<file path="src/common/eeprom_pkg.sv">
/*
 * Constants shared by the two-wire EEPROM access logic: array geometry,
 * address byte layout, link bit counts and program cycle timing.
 * Assumes a 125 MHz core clock that oversamples the link clock.
 */
package eeprom_pkg;
    // ----------------------------------------------------------------
    // Array geometry
    // ----------------------------------------------------------------
    localparam int unsigned ARRAY_BYTES    = 512;
    localparam int unsigned ADDR_W         = 9;
    localparam int unsigned PAGE_BYTES     = 16;
    localparam int unsigned PAGE_LOW_W     = 4;
    localparam logic [7:0]  ERASED_BYTE    = 8'hFF;

    // ----------------------------------------------------------------
    // Device address byte layout
    // ----------------------------------------------------------------
    localparam logic [3:0]  TYPE_ID        = 4'h5;  // Arbitrary value
    localparam int unsigned TYPE_ID_HI     = 7;
    localparam int unsigned TYPE_ID_LO     = 4;
    localparam int unsigned SEL_HIGH_BIT   = 3;
    localparam int unsigned SEL_LOW_BIT    = 2;
    localparam int unsigned ADDR_MSB_BIT   = 1;
    localparam int unsigned RW_BIT         = 0;

    // ----------------------------------------------------------------
    // Link framing
    // ----------------------------------------------------------------
    localparam logic [3:0]  BITS_PER_BYTE  = 4'h8;
    localparam int unsigned FIFO_DEPTH     = 4;

    // ----------------------------------------------------------------
    // Program cycle time
    // ----------------------------------------------------------------
    localparam int unsigned CLK_MHZ             = 125;
    localparam int unsigned PROGRAM_CYCLE_US    = 5000;
    localparam int unsigned PROGRAM_CYCLE_TICKS = PROGRAM_CYCLE_US * CLK_MHZ;

    typedef enum logic [6:0] {
        ST_IDLE    = 7'b0000001,
        ST_DEVADDR = 7'b0000010,
        ST_WORD    = 7'b0000100,
        ST_WDATA   = 7'b0001000,
        ST_RDATA   = 7'b0010000,
        ST_RACK    = 7'b0100000,
        ST_IGNORE  = 7'b1000000
    } link_state_t;
endpackage

</file>
<file path="src/core/byte_fifo.sv">
/*
 * Small valid/ready FIFO holding page bytes between the link and the
 * array. Assumes one clock and synchronous active-high reset.
 */
`timescale 1ns/1ps
`default_nettype none
module byte_fifo #(
    parameter int unsigned WIDTH = 8,
    parameter int unsigned DEPTH = 4
) (
    input  wire logic             core_clk,
    input  wire logic             reset,
    input  wire logic             in_valid,
    output logic                  in_ready,
    input  wire logic [WIDTH-1:0] in_data,
    output logic                  out_valid,
    input  wire logic             out_ready,
    output logic      [WIDTH-1:0] out_data
);
    localparam int unsigned PW = (DEPTH > 1) ? $clog2(DEPTH) : 1;

    initial begin
        if (DEPTH < 2 || (DEPTH & (DEPTH - 1)) != 0) begin
            $error("byte_fifo depth must be a power of two");
        end
    end

    typedef struct packed {
        logic [PW-1:0] wr_ptr;
        logic [PW-1:0] rd_ptr;
        logic [PW:0]   count;
    } fifo_state_t;

    fifo_state_t       st_reg;
    fifo_state_t       st_next;
    logic [WIDTH-1:0]  mem [DEPTH];
    logic              push;
    logic              pop;

    assign in_ready  = (st_reg.count != (PW+1)'(DEPTH)) ? 1'b1 : 1'b0;
    assign out_valid = (st_reg.count != '0);
    assign push      = in_valid && in_ready;
    assign pop       = out_valid && out_ready;

    always_comb begin
        st_next = st_reg;
        if (push) begin
            st_next.wr_ptr = st_reg.wr_ptr + PW'(1);
        end
        if (pop) begin
            st_next.rd_ptr = st_reg.rd_ptr + PW'(1);
        end
        if (push && !pop) begin
            st_next.count = st_reg.count + (PW+1)'(1);
        end else if (pop && !push) begin
            st_next.count = st_reg.count - (PW+1)'(1);
        end
    end

    always_ff @(posedge core_clk) begin
        if (reset) begin
            st_reg <= '0;
        end else begin
            st_reg <= st_next;
        end
    end

    // Storage needs no reset; count guards every read
    always_ff @(posedge core_clk) begin
        if (push) begin
            mem[st_reg.wr_ptr] <= in_data;
        end
        // Bypass: a byte pushed into the head slot is not yet in storage
        if (push && (st_next.rd_ptr == st_reg.wr_ptr)) begin
            out_data <= in_data;
        end else begin
            out_data <= mem[st_next.rd_ptr];
        end
    end
endmodule
`default_nettype wire

</file>
<file path="src/core/eeprom_access.sv">
/*
 * Two-wire serial EEPROM access logic: link decode, byte and page write,
 * self-timed program cycle with busy refusal, and current, random and
 * sequential reads. Assumes link clock and data arrive unsynchronised
 * and are oversampled by core_clk; the data pin is open drain.
 */
`timescale 1ns/1ps
`default_nettype none
module eeprom_access
    import eeprom_pkg::*;
#(
    parameter int unsigned PROGRAM_TICKS = PROGRAM_CYCLE_TICKS
) (
    input  wire logic core_clk,
    input  wire logic reset,
    input  wire logic link_clk,
    input  wire logic link_data_in,
    output logic      link_data_out,
    output logic      link_data_oe,
    input  wire logic select_pin_high,
    input  wire logic select_pin_low,
    input  wire logic write_protect,
    output logic      program_busy
);
    initial begin
        if (PROGRAM_TICKS < 1) begin
            $error("program cycle must last at least one tick");
        end
    end

    // ----------------------------------------------------------------
    // State
    // ----------------------------------------------------------------
    typedef struct packed {
        logic [1:0]        scl_sync;
        logic [1:0]        sda_sync;
        logic [1:0]        sel_sync;
        logic [1:0]        wp_sync;
        logic              scl_prev;
        logic              sda_prev;
        link_state_t       state;
        logic [3:0]        bit_cnt;
        logic [7:0]        shift;
        logic              in_ack;
        logic              drive_low;
        logic [ADDR_W-1:0] addr;
        logic              addr_msb;
        logic              wrote_data;
        logic              busy;
        logic              wp_latched;
        logic [31:0]       timer;
        logic              drain;
        logic [ADDR_W-1:0] prog_addr;
    } core_state_t;

    core_state_t st_reg;
    core_state_t st_next;
    logic [7:0]  array_mem [ARRAY_BYTES];
    logic [7:0]  rd_byte;

    logic        fifo_in_valid;
    logic        fifo_in_ready;
    logic [7:0]  fifo_in_data;
    logic        fifo_out_valid;
    logic        fifo_out_ready;
    logic [7:0]  fifo_out_data;

    // Page bytes queue here; a fifth byte finds the queue full and is refused
    // without an acknowledge, and the queue drains during the program cycle
    byte_fifo #(.WIDTH(8), .DEPTH(FIFO_DEPTH)) u_page_fifo (
        .core_clk  (core_clk),
        .reset     (reset),
        .in_valid  (fifo_in_valid),
        .in_ready  (fifo_in_ready),
        .in_data   (fifo_in_data),
        .out_valid (fifo_out_valid),
        .out_ready (fifo_out_ready),
        .out_data  (fifo_out_data)
    );

    function automatic logic dev_match(input logic [7:0] b, input logic [1:0] sel);
        dev_match = (b[TYPE_ID_HI:TYPE_ID_LO] == TYPE_ID) && (b[SEL_HIGH_BIT] == sel[1])
                    && (b[SEL_LOW_BIT] == sel[0]);
    endfunction

    function automatic logic [ADDR_W-1:0] page_inc(input logic [ADDR_W-1:0] a);
        page_inc = {a[ADDR_W-1:PAGE_LOW_W], a[PAGE_LOW_W-1:0] + PAGE_LOW_W'(1)};
    endfunction

    // Select low strap has its own two-flop synchroniser outside the state
    logic [1:0] sel_low_sync;
    logic       select_low_q;
    assign select_low_q = sel_low_sync[1];

    logic scl;
    logic sda;
    logic scl_rise;
    logic scl_fall;
    logic start_cond;
    logic stop_cond;

    assign scl        = st_reg.scl_sync[1];
    assign sda        = st_reg.sda_sync[1];
    assign scl_rise   = scl && !st_reg.scl_prev;
    assign scl_fall   = !scl && st_reg.scl_prev;
    assign start_cond = scl && st_reg.scl_prev && st_reg.sda_prev && !sda;
    assign stop_cond  = scl && st_reg.scl_prev && !st_reg.sda_prev && sda;

    assign link_data_out = 1'b0;
    assign link_data_oe  = st_reg.drive_low;
    assign program_busy  = st_reg.busy;
    assign rd_byte       = array_mem[st_reg.addr];

    // ----------------------------------------------------------------
    // Next state
    // ----------------------------------------------------------------
    always_comb begin
        st_next = st_reg;
        fifo_in_valid = 1'b0;
        fifo_in_data  = st_reg.shift;
        st_next.scl_sync = {st_reg.scl_sync[0], link_clk};
        st_next.sda_sync = {st_reg.sda_sync[0], link_data_in};
        st_next.sel_sync = {st_reg.sel_sync[0], select_pin_high};
        st_next.wp_sync  = {st_reg.wp_sync[0], write_protect};
        st_next.scl_prev = scl;
        st_next.sda_prev = sda;
        // Drain also runs without busy: a protected write must empty the queue
        // so that the next write is not refused by a full queue
        fifo_out_ready = st_reg.drain;
        if (!st_reg.busy && st_reg.drain && !fifo_out_valid) begin
            st_next.drain = 1'b0;
        end

        if (st_reg.busy) begin
            // Program cycle: link ignored, bytes drain into the row
            st_next.drive_low = 1'b0;
            st_next.state = ST_IDLE;
            if (fifo_out_ready && fifo_out_valid) begin
                st_next.prog_addr = page_inc(st_reg.prog_addr);
            end
            if (st_reg.timer > 32'd1) begin
                st_next.timer = st_reg.timer - 32'd1;
            end else if (!fifo_out_valid) begin
                st_next.busy  = 1'b0;
                st_next.drain = 1'b0;
            end
        end else if (start_cond) begin
            st_next.state     = ST_DEVADDR;
            st_next.bit_cnt   = '0;
            st_next.in_ack    = 1'b0;
            st_next.drive_low = 1'b0;
        end else if (stop_cond) begin
            st_next.state     = ST_IDLE;
            st_next.drive_low = 1'b0;
            if (st_reg.wrote_data) begin
                st_next.wp_latched = st_reg.wp_sync[1];
                st_next.wrote_data = 1'b0;
                st_next.drain = 1'b1;
                if (!st_reg.wp_sync[1]) begin
                    st_next.busy  = 1'b1;
                    st_next.timer = PROGRAM_TICKS;
                end
            end
        end else if (scl_rise && !st_reg.in_ack) begin
            if (st_reg.state != ST_IDLE && st_reg.state != ST_IGNORE && st_reg.state != ST_RDATA) begin
                st_next.shift   = {st_reg.shift[6:0], sda};
                st_next.bit_cnt = st_reg.bit_cnt + 4'h1;
            end else if (st_reg.state == ST_RDATA) begin
                st_next.bit_cnt = st_reg.bit_cnt + 4'h1;
            end
        end else if (scl_rise && st_reg.in_ack && st_reg.state == ST_RACK) begin
            // Counter moves past the byte just read, even when the read ends
            st_next.addr = st_reg.addr + ADDR_W'(1);
            if (sda) begin
                st_next.state = ST_IDLE;
            end else begin
                st_next.state = ST_RDATA;
            end
        end else if (scl_fall) begin
            if (st_reg.in_ack) begin
                st_next.in_ack    = 1'b0;
                st_next.drive_low = 1'b0;
                st_next.bit_cnt   = '0;
                if (st_reg.state == ST_RDATA) begin
                    st_next.drive_low = !rd_byte[7];
                end
            end else if (st_reg.state == ST_RDATA) begin
                if (st_reg.bit_cnt == BITS_PER_BYTE) begin
                    st_next.drive_low = 1'b0;
                    st_next.in_ack    = 1'b1;
                    st_next.state     = ST_RACK;
                end else begin
                    st_next.drive_low = !rd_byte[3'd7 - st_reg.bit_cnt[2:0]];
                end
            end else if (st_reg.bit_cnt == BITS_PER_BYTE) begin
                st_next.in_ack = 1'b1;
                case (st_reg.state)
                    ST_DEVADDR: begin
                        if (dev_match(st_reg.shift, {st_reg.sel_sync[1], select_low_q})) begin
                            st_next.drive_low = 1'b1;
                            if (st_reg.shift[RW_BIT]) begin
                                st_next.state = ST_RDATA;
                            end else begin
                                st_next.addr_msb = st_reg.shift[ADDR_MSB_BIT];
                                st_next.state    = ST_WORD;
                            end
                        end else begin
                            st_next.state = ST_IGNORE;
                        end
                    end
                    ST_WORD: begin
                        st_next.drive_low = 1'b1;
                        st_next.addr      = {st_reg.addr_msb, st_reg.shift};
                        st_next.prog_addr = {st_reg.addr_msb, st_reg.shift};
                        st_next.state     = ST_WDATA;
                    end
                    ST_WDATA: begin
                        // Beyond the queue depth a byte is refused with no acknowledge
                        st_next.drive_low = fifo_in_ready;
                        fifo_in_valid     = 1'b1;
                        st_next.wrote_data = 1'b1;
                        st_next.addr      = page_inc(st_reg.addr);
                    end
                    default: begin
                        st_next.state = ST_IGNORE;
                    end
                endcase
            end
        end
    end

    // ----------------------------------------------------------------
    // Strap synchroniser
    // ----------------------------------------------------------------
    always_ff @(posedge core_clk) begin
        if (reset) begin
            sel_low_sync <= 2'h0;
        end else begin
            sel_low_sync <= {sel_low_sync[0], select_pin_low};
        end
    end

    always_ff @(posedge core_clk) begin
        if (reset) begin
            st_reg       <= '0;
            st_reg.state <= ST_IDLE;
            st_reg.scl_sync <= 2'h3;
            st_reg.sda_sync <= 2'h3;
            st_reg.scl_prev <= 1'b1;
            st_reg.sda_prev <= 1'b1;
        end else begin
            st_reg <= st_next;
        end
    end

    // ----------------------------------------------------------------
    // Array
    // ----------------------------------------------------------------
    initial begin
        for (int i = 0; i < ARRAY_BYTES; i++) begin
            array_mem[i] = ERASED_BYTE;
        end
    end

    // Only a real program cycle writes; a protected drain discards bytes
    always_ff @(posedge core_clk) begin
        if (st_reg.busy && fifo_out_ready && fifo_out_valid) begin
            array_mem[st_reg.prog_addr] <= fifo_out_data;
        end
    end
endmodule
`default_nettype wire

</file>
<file path="config.mk">
export PLATFORM = sky130hd
export DESIGN_NAME = eeprom_access
export DESIGN_NICKNAME = d
export VERILOG_FILES = /design/src/common/eeprom_pkg.sv /design/src/core/byte_fifo.sv /design/src/core/eeprom_access.sv
export SDC_FILE = /design/constraint.sdc
export NUM_CORES = 2
export LEC_CHECK = 0
export BUFFER_PORTS_ARGS = -buffer_cell sky130_fd_sc_hd__buf_2
export CORE_ASPECT_RATIO = 0.5
export CORE_MARGIN = 2
export CORE_UTILIZATION = 25
export DETAILED_ROUTE_END_ITERATION = 8
export GPL_ROUTABILITY_DRIVEN = 0
export PLACE_DENSITY_LB_ADDON = 0.25
export SYNTH_ARGS = -nofsm -noshare
export SYNTH_HDL_FRONTEND = slang
export SYNTH_HIERARCHICAL = 1
export SYNTH_MEMORY_MAX_BITS = 65536
export SYNTH_SLANG_ARGS = --single-unit
export TNS_END_PERCENT = 10
</file>
<file path="constraint.sdc">
create_clock -name core_clk -period 4.84 [get_ports core_clk]
set_clock_uncertainty 0.1 [all_clocks]
set_input_delay 0.968 -clock core_clk [delete_from_list [all_inputs] [get_ports core_clk]]
set_output_delay 0.968 -clock core_clk [all_outputs]
set_load 0.005 [all_outputs]
</file>
# After elaboration in Yosys (flattened, before gate mapping)
# Memory sizes are Yosys's and may differ from the RTL's. A register that Yosys moved wholly into a read port is not among the register bits.
# Index checks and enable logic that the tools add are counted.
# W data, S select, Z words.
# totals
word_cells	253
output_inout_bits	3
in_bits	7
ramBits	4128
latch_bits	0
romBits	0
mem_count	2
regBits	95
# classes
bitwise_logic	7
order_cmp	2
shift	0
muxes	91
n_mul	0
n_reduce_logical	74
div	0
n_addsub	10
n_eq_ne	41
# mem_list
name	depth	word_bits	read_ports	rd_ports_with_merged_regs	write_ports	line	source
array_mem	512	8	1	0	1	eeprom_access.sv:58	logic [7:0] array_mem [ARRAY_BYTES];
u_page_fifo.mem	4	8	1	1	1	byte_fifo.sv:36	logic [WIDTH-1:0] mem [DEPTH];
# op_table
operator	n
$mux W13	9
$mux W9	9
$mux W35	2
$mux W32	2
$mux W44	1
$mux W42	1
$mux W7	6
$mux W1	33
$mux W11	3
$gt A32 B1 Y1 const B	1
$sub A32 B1 Y32 const B	1
$reduce_and A10 Y1	3
$reduce_bool A6 Y1	5
$reduce_and A5 Y1	5
$mux W4	6
$ne A2 B2 Y1 const B	12
$logic_and A1 B1 Y1	22
$pmux W7 S3	1
$reduce_bool A4 Y1	5
$pmux W9 S2	1
$reduce_and A9 Y1	2
$mux W2	8
$mux W8	2
$reduce_bool A2 Y1	8
44 further kinds	77

# Logic depth before layout (Yosys ltp)
# depth
depth_word	18
mapped_depth	18

# Hierarchy
# Netlist, hierarchy kept.
# modules_own_cells
mod	area_per_inst_um2	cells_per_inst	seq_area_each_um2	n_inst
eeprom_access	163848.4	8182	124739.6	1
byte_fifo	1650.3	89	1141.1	1

# Worst setup path after synthesis
# Ideal clock, no wire load.
# synth_path
path_kind	register to register
start	reg (tool-made name)
end	mem array_mem[0][0] (data pin)
stages_incl_launch_ff	3
path_buffers	1
t_arrival_ns	4.130
setup_slack_ns	-0.293
setup_ns	0.903
t_required_ns	3.837
path_cell_list	dfxtp_1 > buf_2 > mux4_2
# synth_rtl
element	line
to (decl)	eeprom_access.sv:58

# Worst setup path in the final report
# layout_path
start	reg st_reg[46] (netlist bit)
end	reg st_reg (netlist bit link_data_oe)
# layout_via
elab_chain_len	13
word_cells_on_any_way	15
classes_between	mux: 12; reduce/logical: 2; memory: 1
# layout_rtl
element	line	source
from (decl)	eeprom_access.sv:56	core_state_t st_reg;
from (signal assigned)	eeprom_access.sv:252	st_reg <= st_next;
$mem_v2 Z512 W8 (*)	n/a	
$bmux W1 S3	eeprom_access.sv:193	st_next.drive_low = !rd_byte[3'd7 - st_reg.bit_cnt[2:0]];
$mux W1 (implied by the code)	eeprom_access.sv:193	
$logic_not A1 Y1	eeprom_access.sv:193	
$mux W1	eeprom_access.sv:188	if (st_reg.bit_cnt == BITS_PER_BYTE) begin
$mux W2	eeprom_access.sv:187	end else if (st_reg.state == ST_RDATA) begin
$mux W2 (*)	eeprom_access.sv:180	if (st_reg.in_ack) begin
$mux W13 (*)	eeprom_access.sv:179	end else if (scl_fall) begin
$mux W13 (*)	eeprom_access.sv:171	end else if (scl_rise && st_reg.in_ack && st_reg.state == ST_RACK) begin
$mux W13 (*)	eeprom_access.sv:164	end else if (scl_rise && !st_reg.in_ack) begin
$mux W13 (*)	eeprom_access.sv:152	end else if (stop_cond) begin
$mux W13 (*)	eeprom_access.sv:147	end else if (start_cond) begin
$mux W13 (*)	eeprom_access.sv:134	if (st_reg.busy) begin
# Mark *: on every way between the ends. The rest lies on a longest branch, timed or not. The select of a mux whose other input is x is not followed.
# A chain may end at the register's enable or synchronous reset.

==> flow_summary_export.csv <==
group,metric,value,unit
timing,max_freq,207.8,MHz
timing,setup_violations,0,
min_path,hp-start,"select_pin_high",
floorplan,rows,211,
logic_synthesis,ys_seq_area_share,76.06,%
power,power_density,371.6,mW/mm2
run,drv_cap,0,
floorplan,chipHeight,579.3,um
finish,final_util,29.42,%
floorplan,floorplan.core_area,0.6600,mm2
grt,grt_pass1_vias,87110,
cts,numCtsBuffers,428,
logic_synthesis,synthesis.area,0.1655,mm2
critical_path,cp_max_fo,20,
cts,cts-root-buf,"clkbuf_16",
logic_synthesis,yosys.area.top_type,"edfxtp_1",
logic_synthesis,ys_ff_latch,4224,
route,wl_per_cell,31.46,um
cts,htree_num_levels,5,
logic_synthesis,netlist.area_leader.share,74.90,%
power,p_leak,0.05784,uW
finish,largest_reg_flops,4096,
grt,grt_antenna_before_repair,59,
power,clockPowerShare,45.2,%
grt,grt_pass1_wl,770.5,mm
placement,place_ws,-0.8858,ns
timing,min_period,4.813,ns
critical_path,crit_required,5.71,ns
grt,grt_usage,16.48,%
power,power.switching,14610,uW
finish,drive_gt1_share,24.62,%
logic_synthesis,ys.flop_type,"edfxtp_1",
logic_synthesis,synth_area_leaders,"edfxtp_1 (75%), mux4_2 (12%), mux2i_1 (2.5%), nor2_1 (1.5%), dfxtp_1 (1.2%)",
floorplan,die-area,0.6689,mm2
timing,max-slew-margin-rel,8.908,%
floorplan,ios,10,
placement,dp_hpwl,374.0,mm
critical_path,startpoint,"st_reg[46]",
timing,worst_slew_pin_slew,1.352,ns
floorplan,dieWidth,1.155,mm
timing,finalHoldViolCount,0,
power,ir_drop,0.3120,mV
cts,cts_buffer_depth,4,
grt,overflow,0,
timing,fin_crit_sh,99.45,%
route,first_pass_iters,6,
route,dr.first_iter.drc_count,12130,
timing,maxSlewViolCount,0,
logic_synthesis,synth_top_family_by_area,"multiplexers",
timing,timing.final.ws_setup,0.02673,ns
logic_synthesis,synth_fa_ha_area_share,0.1179,%
critical_path,worst_setup_path_end_kind,"flip-flop",
route,via_count,88810,
critical_path,reg2reg_from,"st_reg[46]",
logic_synthesis,synth_xor_area_share,0.1852,%
finish,synthToLayoutAreaGrowth,17.33,%
critical_path,start_kind,"flip-flop",
floorplan,initial_core_util,25.08,%
logic_synthesis,ys_types,97,
route,antenna_left,0,
route,avgViaCountPerCell,4.911,
cts,cts_tree,"done",
cts,clk_latency,1.03,ns
cts,clkTransAtPathRegs,0.07,ns
cts,cts_sinks,4224,
min_path,hp-class,"primary input to flip-flop",
logic_synthesis,synth-edff-count,4128,
logic_synthesis,yosys_warnings,6,
route,drc,0,
route,wl,568.9,mm
power,combPwrFrac,0.1,%
finish,nets,8904,
logic_synthesis,synth-compound-area-share,3.534,%
logic_synthesis,synthSimpleGateAreaFrac,3.510,%
timing,whs,0.1547,ns
logic_synthesis,synth_mux_area_share,14.70,%
timing,rsz0062_at_grt,"false",
placement,io_buffers,8,
logic_synthesis,syn_inst,8271,
power,swShare,20.24,%
logic_synthesis,avgSynthCellArea,20.01,um2
power,p_int,57550,uW
critical_path,critical_path_class,"flip-flop to flip-flop",
logic_synthesis,syn-num-nets,8293,
logic_synthesis,synthArstFlopShare,0,%
grt,grt_max_degree,143,
power,seqPwrFrac,54.8,%
critical_path,arrival,5.68,ns
status,status,"completed",
power,power.total,72160,uW
==> cell usage after synthesis (66+ instances only) <==
cell      instances
o22ai_1          74
edfxtp_1       4128
nor3_1           66
mux4_2          868
a21oi_1         157
nand3_1          69
nor2_1          672
clkbuf_1        208
dfxtp_1          96
buf_6            74
a221oi_1         70
o21ai_0          98
a22oi_1         140
mux2i_1         420
nand2_1         257
buf_2           125
==> power by group through the flow <==
| stage | registers, uW | logic [uW] | clock network (uW) |
|---|---|---|---|
| after floorplan | 40300 | 28.5 | 0 |
| after CTS | 39500 | 51.9 | 33100 |
| final | 39500 | 52.1 | 32600 |
| after global placement | 40300 | 50.6 | 0 |
| after detailed placement | 40300 | 51.0 | 0 |
| after global routing | 39500 | 55.6 | 34500 |
==> critical path, stage by stage, from the launching register on <==
cell	delay (ns)
dfxtp_4	0.46
buf_6	0.26
buf_16	0.25
buf_6	0.27
mux4_2	0.67
o22ai_2	0.56
a211oi_1	0.23
a21oi_2	0.49
nor4bb_4	0.52
a221oi_1	0.19
nor4_2	0.24
buf_4	0.17
o31ai_1	0.09
nor2_1	0.19
==> per-stage QoR <==
| stage | setup TNS [ns] | area, um2 | cells |
|---|---|---|---|
| after floorplan | -1201.23 | 165500 | 8271 |
| after global placement | -1.127 | 180300 | 17280 |
| after detailed placement | -0.8858 | 180300 | 17280 |
| after CTS | 0 | 194100 | 18080 |
| after global routing | 0 | 194200 | 18080 |
| final | 0 | 194200 | 18090 |
==> metal layers <==
metal	vias up	track usage [%]	wire length, um
li1	35410	-	-
met1	48810	24.15	253600
met2	3914	25.44	255400
met3	662	2.984	45860
met4	8	3.868	13990
met5	-	0	55
==> worst paths after layout <==
kind / end / slack, ns / depth (start not counted)
worst max-delay path: link_data_oe / 0.03 / 13
worst min-delay path: st_next[81] / 0.15 / 2
worst max register to register: link_data_oe / 0.03 / 13
worst min register to register: st_reg[79] / 0.31 / 1
==> cell type report <==
class                           count  area [um2]
Antenna cell                        9       22.52
Clock buffer                      539       11310
Clock inverter                    246        2153
Fill cell                       64770      465800
Inverter                           24       103.9
Multi-Input combinational cell   3509       36940
Sequential cell                  4224      125900
Tap cell                         8839       11060
Timing Repair Buffer              695        6689
==> cells in the final DEF (no fill, tap or decap), drive strengths merged, types with 16 or more instances in the layout <==
cell type and instances:
and3 16, and2 27, dfxtp 96, a22oi 140
or3 24, a211oi 35, nor2 675, o31ai 16
nand3 69, inv 32, bufinv 28, clkbuf 539
nor2b 41, a221o 17, nand4 21, nor4 23
o22ai 74, a31oi 53, a22o 34, a21oi 157
clkinv 198, buf 691, mux2 18, mux4 882
o221ai 42, nand2b 19, o21ai 101, nor3 67
xnor2 21, edfxtp 4128, nand2 257, a221oi 72
mux2i 420
==> cell families (layout without fill, tap and decap cells) <==
logic type      count (synthesis)  in the layout
fa+ha+maj                      15             15
mux                          1320           1320
simple gates                 1304           1304
other cells                     1             10
flops                        4224           4224
compound gates                834            834
buf+inv                       538           1504
xor+xnor                       35             35
==> timing repair <==
item | in CTS | in global routing
hold endpoints to repair | 1 | 0
gates resized for setup | 29 | 3
gates cloned | 3 | 0
pin swaps | 2 | 0
endpoints found under the setup margin | 1 | 1
buffers inserted | 7 | 0
hold buffers | 1 | 0
Power figures use the tool's default switching activity.
